===== config.mk =====
export PLATFORM = sky130hd
export DESIGN_NAME = bridge_command_register
export DESIGN_NICKNAME = d
export VERILOG_FILES = /design/src/rtl/bridge_command_pkg.sv /design/src/rtl/bridge_command_register.sv
export SDC_FILE = /design/constraint.sdc
export NUM_CORES = 1
export LEC_CHECK = 0
export ABC_CLOCK_PERIOD_IN_PS = 1850
export BUFFER_PORTS_ARGS = -buffer_cell sky130_fd_sc_hd__buf_4
export CAP_MARGIN = 20
export CORE_ASPECT_RATIO = 0.5
export CORE_UTILIZATION = 35
export CTS_CLUSTER_DIAMETER = 120
export CTS_CLUSTER_SIZE = 16
export DETAILED_ROUTE_END_ITERATION = 12
export GPL_TIMING_DRIVEN = 0
export PLACE_DENSITY = 0.78
export SLEW_MARGIN = 20
export SYNTH_ARGS = -nofsm -noshare
export SYNTH_HDL_FRONTEND = slang
export SYNTH_SLANG_ARGS = --single-unit

===== constraint.sdc =====
create_clock -name clk_i -period 1.85 [get_ports clk_i]
set_input_delay 0.185 -clock clk_i [delete_from_list [all_inputs] [get_ports clk_i]]
set_output_delay 0.185 -clock clk_i [all_outputs]
set_load 0.02 [all_outputs]

===== src/rtl/bridge_command_pkg.sv =====
/*
 * constants, field positions and carrier structs for the bridge command
 * register block. assumes a single core clock domain.
 */
package bridge_command_pkg;

    localparam logic [11:0] bridge_command_offset = 12'h004;
    localparam logic [11:0] bridge_status_offset  = 12'h006;
    localparam logic [15:0] bridge_command_reset  = 16'h0000;
    localparam logic [15:0] bridge_status_reset   = 16'h0000;
    localparam logic [15:0] bridge_command_wmask  = 16'h0547;
    localparam logic [15:0] bridge_status_w1c     = 16'h4100;

    localparam int io_space_decode_en_bit     = 0;
    localparam int mem_space_decode_en_bit    = 1;
    localparam int bus_master_en_bit          = 2;
    localparam int poison_report_en_bit       = 6;
    localparam int system_error_report_en_bit = 8;
    localparam int own_interrupt_suppress_bit = 10;
    localparam int master_poison_flag_bit     = 8;
    localparam int signalled_sys_error_bit    = 14;

    localparam logic [2:0] cpl_status_ur = 3'h1;

    // configuration access: byte address of the dword, byte enables, data
    typedef struct packed {
        logic        valid;
        logic        write;
        logic [11:0] addr;
        logic [3:0]  byte_en;
        logic [31:0] data;
    } cfg_req_t;

    typedef struct packed {
        logic        valid;
        logic [31:0] data;
    } cfg_rsp_t;

    // request arriving from a subordinate device on the secondary side
    typedef enum logic [2:0] {
        up_mem      = 3'b000,
        up_io       = 3'b001,
        up_msg      = 3'b010,
        up_cpl      = 3'b011,
        up_err_cor  = 3'b100,
        up_err_nonf = 3'b101,
        up_err_fat  = 3'b110,
        up_other    = 3'b111
    } up_kind_t;

    typedef struct packed {
        logic     valid;
        up_kind_t kind;
        logic     non_posted;
    } up_req_t;

    // primary-side downstream request window hits
    typedef struct packed {
        logic valid;
        logic is_io;
        logic io_hit;
        logic mem_hit;
        logic prefetch_hit;
    } down_req_t;

    typedef struct packed {
        logic       forward;
        logic       drop;
        logic       send_ur;
        logic [2:0] cpl_status;
    } up_dec_t;

    typedef struct packed {
        logic poisoned_cpl;
        logic poisoned_write;
        logic err_nonfatal;
        logic err_fatal;
        logic nonfatal_report_en;
        logic fatal_report_en;
    } err_evt_t;

endpackage : bridge_command_pkg


===== src/rtl/bridge_command_register.sv =====
/*
 * bridge command register of a switch port bridge function, with the
 * command-gated decode of requests, error reporting and interrupt gating.
 * assumes all inputs come from logic on clk_i; status flags live here
 * only so far as the command register steers them.
 */
// Overview of operation
// io decode enable low ignores primary io requests in window; high claims them
// memory decode enable low claims no memory or prefetchable window request
// bus master enable low blocks upstream memory and io requests, msi included
// blocked non-posted upstream requests get an unsupported request completion
// bus master enable never blocks completions or message forwarding
// poison enable high sets master poison flag on poisoned completion or write
// poison enable low never sets the master poison flag
// fatal and nonfatal errors reported when system error or device enables set
// secondary fatal and nonfatal messages forwarded only with system error enable
// secondary correctable error messages always forwarded
// suppress bit negates own interrupt; resolved state follows, may deassert
// suppress bit leaves forwarded secondary interrupts untouched
// unused and reserved command bits read zero; writable bits reset zero
// master poison flag is status bit 8, write one clears, resets zero
// signalled system error flag sets on sent error message with enable
// writes touch only writable bits selected by byte enables
`timescale 1ns/1ps

module bridge_command_register (
    input  wire logic                          clk_i,
    input  wire logic                          reset_i,
    input  wire bridge_command_pkg::cfg_req_t  cfg_req_i,
    output bridge_command_pkg::cfg_rsp_t       cfg_rsp_o,
    input  wire bridge_command_pkg::down_req_t down_req_i,
    output logic                               down_claim_o,
    input  wire bridge_command_pkg::up_req_t   up_req_i,
    output bridge_command_pkg::up_dec_t        up_dec_o,
    input  wire bridge_command_pkg::err_evt_t  err_evt_i,
    output logic                               err_report_o,
    output logic                               err_fwd_o,
    input  wire logic                          own_int_req_i,
    input  wire logic                          fwd_int_i,
    output logic                               own_int_o,
    output logic                               int_assert_msg_o,
    output logic                               int_deassert_msg_o,
    output logic                               fwd_int_o,
    output logic [15:0]                        bridge_command_o,
    output logic [15:0]                        bridge_status_o
);
    import bridge_command_pkg::*;

    ////////////////////////////////////////////////////////////////////////////
    // register state

    logic [15:0] bridge_command;
    logic [15:0] next_bridge_command;
    logic [15:0] bridge_status;
    logic [15:0] next_bridge_status;
    cfg_rsp_t    next_cfg_rsp;
    logic [15:0] cmd_lane_mask;
    logic [15:0] sts_lane_mask;
    logic [15:0] sts_clear;
    logic        sts_set_poison;
    logic        sts_set_sse;
    logic        cmd_hit;
    logic        wr_cmd;
    logic        wr_sts;
    logic        err_fwd_send;

    always_comb begin
        cmd_hit  = cfg_req_i.addr == bridge_command_offset;
        wr_cmd   = cfg_req_i.valid && cfg_req_i.write && cmd_hit;
        // status shares the dword, upper half lanes
        wr_sts   = wr_cmd;
        cmd_lane_mask = {{8{cfg_req_i.byte_en[1]}}, {8{cfg_req_i.byte_en[0]}}};
        sts_lane_mask = {{8{cfg_req_i.byte_en[3]}}, {8{cfg_req_i.byte_en[2]}}};
        next_bridge_command = bridge_command;
        if (wr_cmd) begin
            next_bridge_command = (bridge_command & ~(cmd_lane_mask & bridge_command_wmask))
                                | (cfg_req_i.data[15:0] & cmd_lane_mask
                                   & bridge_command_wmask);
        end
        sts_clear = wr_sts ? (cfg_req_i.data[31:16] & sts_lane_mask & bridge_status_w1c)
                           : 16'h0000;
        // set beats clear in the same cycle, so no event is lost
        sts_set_poison = bridge_command[poison_report_en_bit]
                       && (err_evt_i.poisoned_cpl || err_evt_i.poisoned_write);
        sts_set_sse    = bridge_command[system_error_report_en_bit]
                       && err_fwd_send;
        next_bridge_status = bridge_status & ~sts_clear;
        if (sts_set_poison) begin
            next_bridge_status[master_poison_flag_bit] = 1'b1;
        end
        if (sts_set_sse) begin
            next_bridge_status[signalled_sys_error_bit] = 1'b1;
        end
        next_cfg_rsp.valid = cfg_req_i.valid && !cfg_req_i.write;
        next_cfg_rsp.data  = cmd_hit ? {bridge_status, bridge_command} : 32'h0000_0000;
    end

    ////////////////////////////////////////////////////////////////////////////
    // request decode

    logic    next_down_claim;
    up_dec_t next_up_dec;
    logic    bme;

    always_comb begin
        bme = bridge_command[bus_master_en_bit];
        next_down_claim = 1'b0;
        if (down_req_i.valid) begin
            if (down_req_i.is_io) begin
                next_down_claim = down_req_i.io_hit
                                && bridge_command[io_space_decode_en_bit];
            end else begin
                next_down_claim = (down_req_i.mem_hit || down_req_i.prefetch_hit)
                                && bridge_command[mem_space_decode_en_bit];
            end
        end
        next_up_dec = '0;
        if (up_req_i.valid) begin
            case (up_req_i.kind)
                up_mem, up_io: begin
                    next_up_dec.forward = bme;
                    next_up_dec.drop    = !bme && !up_req_i.non_posted;
                    next_up_dec.send_ur = !bme && up_req_i.non_posted;
                    next_up_dec.cpl_status = (!bme && up_req_i.non_posted)
                                           ? cpl_status_ur : 3'h0;
                end
                up_err_nonf, up_err_fat: begin
                    next_up_dec.forward = bridge_command[system_error_report_en_bit];
                    next_up_dec.drop    = !bridge_command[system_error_report_en_bit];
                end
                up_err_cor: begin
                    next_up_dec.forward = 1'b1;
                end
                default: begin
                    next_up_dec.forward = 1'b1;
                end
            endcase
        end
    end

    ////////////////////////////////////////////////////////////////////////////
    // error reporting

    logic next_err_report;
    logic own_err;

    always_comb begin
        own_err = (err_evt_i.err_nonfatal && (bridge_command[system_error_report_en_bit]
                                              || err_evt_i.nonfatal_report_en))
               || (err_evt_i.err_fatal && (bridge_command[system_error_report_en_bit]
                                           || err_evt_i.fatal_report_en));
        next_err_report = own_err;
        // forwarded secondary fatal/nonfatal messages also count as sent
        err_fwd_send = own_err || (up_req_i.valid && next_up_dec.forward
                       && (up_req_i.kind == up_err_nonf || up_req_i.kind == up_err_fat));
    end

    ////////////////////////////////////////////////////////////////////////////
    // interrupt gating

    logic next_own_int;
    logic next_assert_msg;
    logic next_deassert_msg;

    always_comb begin
        // resolved state moves one edge after the suppress write is taken, hence a deassert
        next_own_int      = own_int_req_i && !bridge_command[own_interrupt_suppress_bit];
        next_assert_msg   = next_own_int && !own_int_o;
        next_deassert_msg = !next_own_int && own_int_o;
    end

    ////////////////////////////////////////////////////////////////////////////
    // registers, one process per group

    // register group: command, status and read answer
    always_ff @(posedge clk_i) begin
        if (reset_i) begin
            bridge_command   <= bridge_command_reset;
            bridge_status    <= bridge_status_reset;
            cfg_rsp_o        <= '0;
            bridge_command_o <= bridge_command_reset;
            bridge_status_o  <= bridge_status_reset;
        end else begin
            bridge_command   <= next_bridge_command;
            bridge_status    <= next_bridge_status;
            cfg_rsp_o        <= next_cfg_rsp;
            bridge_command_o <= next_bridge_command;
            bridge_status_o  <= next_bridge_status;
        end
    end

    // decode group
    always_ff @(posedge clk_i) begin
        if (reset_i) begin
            down_claim_o <= 1'b0;
            up_dec_o     <= '0;
        end else begin
            down_claim_o <= next_down_claim;
            up_dec_o     <= next_up_dec;
        end
    end

    // error group
    always_ff @(posedge clk_i) begin
        if (reset_i) begin
            err_report_o <= 1'b0;
            err_fwd_o    <= 1'b0;
        end else begin
            err_report_o <= next_err_report;
            err_fwd_o    <= err_fwd_send;
        end
    end

    // interrupt group; forwarded level only delayed, never gated
    always_ff @(posedge clk_i) begin
        if (reset_i) begin
            own_int_o          <= 1'b0;
            int_assert_msg_o   <= 1'b0;
            int_deassert_msg_o <= 1'b0;
            fwd_int_o          <= 1'b0;
        end else begin
            own_int_o          <= next_own_int;
            int_assert_msg_o   <= next_assert_msg;
            int_deassert_msg_o <= next_deassert_msg;
            fwd_int_o          <= fwd_int_i;
        end
    end

endmodule : bridge_command_register


# After elaboration in Yosys (flattened, before gate mapping)
# Index checks and enable logic that the tools add are counted.
[classes]
n_addsub = 0
multipliers = 0
div = 0
magnitude_cmp = 0
eq_ne = 4
n_shift = 0
n_mux = 9
bitwise = 11
reduce_logical = 37
[ops]
columns = ["op", "n"]
rows = [
  ["bitwise AND 16 bit", 2],
  ["logical AND 1 bit", 16],
  ["NOT 11 -> 16 bit", 1],
  ["NOT 15 -> 16 bit", 1],
  ["bitwise OR 16 x 11 -> 16 bit", 1],
  ["bitwise AND 15 bit", 1],
  ["two-way mux 15 bit", 1],
  ["equality test 12 x 3 -> 1 bit (second input constant)", 1],
  ["bitwise AND 11 bit", 1],
  ["OR reduction 2 bit", 5],
  ["zero test 1 bit", 7],
  ["logical OR 1 bit", 7],
  ["equality test 3 bit (second input constant)", 2],
  ["two-way mux 6 bit", 1],
  ["two-way mux 1 bit", 4],
  ["two-way mux 4 bit", 1],
  ["NOT 1 bit", 4],
  ["case mux 1 bit (2 select lines)", 2],
  ["equality test 3 x 1 -> 1 bit (second input constant)", 1],
  ["zero test 3 bit", 1],
  ["OR reduction 3 bit", 1],
]
[word_totals]
reg_bits = 78
latch_bits = 0
mem_bits_rw = 0
romBits = 0
out_inout_bits = 78
n_memories = 0

# Longest topological paths before layout
[logic_depth]
depth_word = 10
mapped_depth = 3
ltp_nobuf = 3

# Least setup slack after synthesis
# Ideal clock, no wire load.
[synth_path]
path_type = "input port to flip-flop"
start = "input port cfg_req_i[41] in the netlist's numbering"
end = "register with a tool-made name"
setup_time_ps = 72
arrival_time_ps = 1400
slack_ps = 378
path_stages = 3
n_path_buf = 0
cell_sequence = "or4_4 -> nor4_4 -> mux2i_1"
[synth_lines]
columns = ["element", "line_no", "text"]
rows = [
  ["start: declaration", "bridge_command_register.sv:29", "input wire bridge_command_pkg::cfg_req_t cfg_req_i,"],
]

==> flow_metrics.tcl <==
set metrics [dict create \
    maxSlewViolCount 0 \
    core_area_sq_mm 0.00392 \
    total_power_mw 1.27 \
    finalSetupViolCount 0 \
    gp_congestion 0.765 \
    critPathArrivalTime_ns 1.64 \
    grt_use_total_pct 14.3 \
    cap_violations 0 \
    hpwl_um 2660 \
    finalHoldViolCount 0 \
    post_drt_wl_per_cell_um 9.99 \
    finalWorstPathRequiredPeriod_ns 1.43 \
    postSynthAreaPerCell_sq_um 9.78 \
    final_cell_mix "buf_4, conb_1, dfxtp_1" \
    cp_cell_sequence "buf_4 -> or4_4 -> nor4_4 -> mux2i_1" \
    swShare_pct 28.6 \
    hp-class "in2reg" \
    ant_nets 0 \
    vias 1248 \
    cts_tree "built" \
    netlist_area_sq_mm 0.00144 \
    fin_setup_tns_ns 0 \
    multi_input_area_sq_um 683 \
    fillers 354 \
    dr.pass1.iters 4 \
    clkLatencyLatePin_ns 0.28 \
    grt.overflow.total 0 \
    p_clk_share_pct 27.2 \
    die_h_um 47.3 \
    drive_gt1_share_pct 49.3 \
    status "complete, no violations" \
    pwr-share-comb_pct 26.0 \
    fin_nets 343 \
    worstSetupStartpointType "input port" \
    initial_core_util_pct 36.6 \
    ys_seq_area_share_pct 37.6 \
    htree_levels 1 \
    seq_power_share_pct 46.8 \
    seq_area_sq_um 541 \
    clk_pin_slew_ns 0.09 \
    finClkSkew_ns 0.00329 \
    root_buffer "clkbuf_8" \
    io_buffers 72 \
    yosys_warnings 0 \
    p_switching_mw 0.363 \
    synth_cells 147 \
    path_buf_inv 1 \
    worst-path-max-fanout 5 \
    clock-sinks 27 \
    p_int_mw 0.908 \
    cts.repair.resized 0 \
    fmax_mhz 698 \
    vias_per_cell 3.83 \
    crit_type "in2reg" \
    wl_um 3260 \
    num_rows 16 \
    drt-initial-drc-count 58 \
    clk_path_buf_depth 2 \
    grt_pass1_wl_um 4820 \
    rsz0062_at_grt "no" \
    pin_count 148 \
    finalCritPeriodShare_pct 77.5 \
    die_w_um 92.6 \
    yosysUniqueCellTypes 27 \
    antenna_found_initial 0 \
    grt_pass1_vias 1064 \
    num_antenna_cells 0 \
    max_stage_delay_ns 0.60 \
    cp_slowest_cell "or4_4" \
    hold_buffers 0 \
    fp.dieArea_sq_mm 0.00438 \
    grt_max_degree 17 \
    drc 0 \
    final_common_cell "buf_4" \
    ys_seq_elements 27 \
    powerDensity_mw_per_mm2 558 \
    required_ns 2.06 \
    peakVddDrop_mv 0.334 \
    syn_to_final_growth_pct 58.5 \
    p_leak_nw 1.20 \
    end_kind "register" \
    cp_top_family "simple AND/OR/NAND/NOR gates" \
    cts_buffers 3 \
    post_cts_buffers 0 \
]
routing by layer:
layer	wire (um)	GRT usage, %
met5	0	0
met4	61	6.46
met3	204	3.07
met2	1690	28.3
met1	1300	15.6
metrics by stage:
step / hold WS [ns] / worst slack [ns] / area, sq um / utilization [%] / instances
floorplan: 0.261 / 0.378 / 1620 / - / 196
global placement: 0.383 / 0.173 / 2230 / 56.8 / 322
detailed placement: 0.387 / 0.131 / 2230 / 56.8 / 322
CTS: 0.0844 / 0.421 / 2280 / 58.1 / 326
global route: 0.0966 / 0.369 / 2280 / 58.1 / 326
finish: 0.0888 / 0.417 / 2280 / 58.1 / 326
cell usage after synthesis:
cell type | instances | share of area (%)
buf_4 | 51 | 27
xor2_1 | 1 | 0.61
nand4_1 | 2 | 0.87
a31o_2 | 1 | 0.61
or4b_4 | 1 | 0.96
a311oi_1 | 2 | 1.2
a22oi_1 | 1 | 0.52
o32ai_1 | 1 | 0.61
nor2b_1 | 4 | 1.7
and2_1 | 8 | 3.5
clkbuf_1 | 2 | 0.52
o41ai_1 | 1 | 0.61
nand3_1 | 4 | 1.4
o21ai_0 | 4 | 1.4
mux2i_1 | 6 | 4.2
and4b_1 | 1 | 0.70
nor4_4 | 3 | 4.4
a21oi_1 | 3 | 1.0
nand2b_1 | 14 | 6.1
nor3_1 | 1 | 0.35
inv_1 | 2 | 0.52
dfxtp_1 | 27 | 38
nor4_1 | 1 | 0.44
and3b_1 | 1 | 0.61
nor3b_1 | 2 | 1.0
or4_4 | 2 | 1.6
conb_1 | 1 | 0.26
power by group through the flow:
stage                     sequential, mW  combinational [mW]  clock [mW]
after floorplan                    0.622               0.208           0
final                              0.595               0.330       0.346
after detailed placement           0.608               0.323           0
after global placement             0.608               0.320           0
after global routing               0.596               0.354       0.370
after CTS                          0.595               0.324       0.348
kinds of logic after synthesis:
logic type	share of synthesized area (%)
AND/OR/NAND/NOR	23.7
flip-flops	37.6
XOR/XNOR	0.609
buffers and inverters	27.7
AO/OA/AOI/OAI	6.01
other	0.261
multiplexers	4.18
final cells by class:
class	instances	area share, %
repair buffers	72	23.7
inverters	2	0.329
well taps	54	2.97
clock buffers	3	1.81
flip-flops and latches	27	23.7
clock inverters	1	0.329
multi-input cells	114	30.0
plain buffers	53	17.1
path summary, 6_finish.rpt:
check	cells after the start	to	slack [ns]	startpoint
max reg2reg	3	err_fwd_o$_SDFF_PP0_	0.68	register
min reg2reg	1	int_assert_msg_o$_SDFF_PP0_	0.45	own_int_o$_SDFF_PP0_
max	4	register	0.42	cfg_req_i[41]
min	2	cfg_rsp_o[32]$_SDFF_PP0_	0.09	cfg_req_i[48]
No activity file was read; power rests on OpenSTA's default activity.
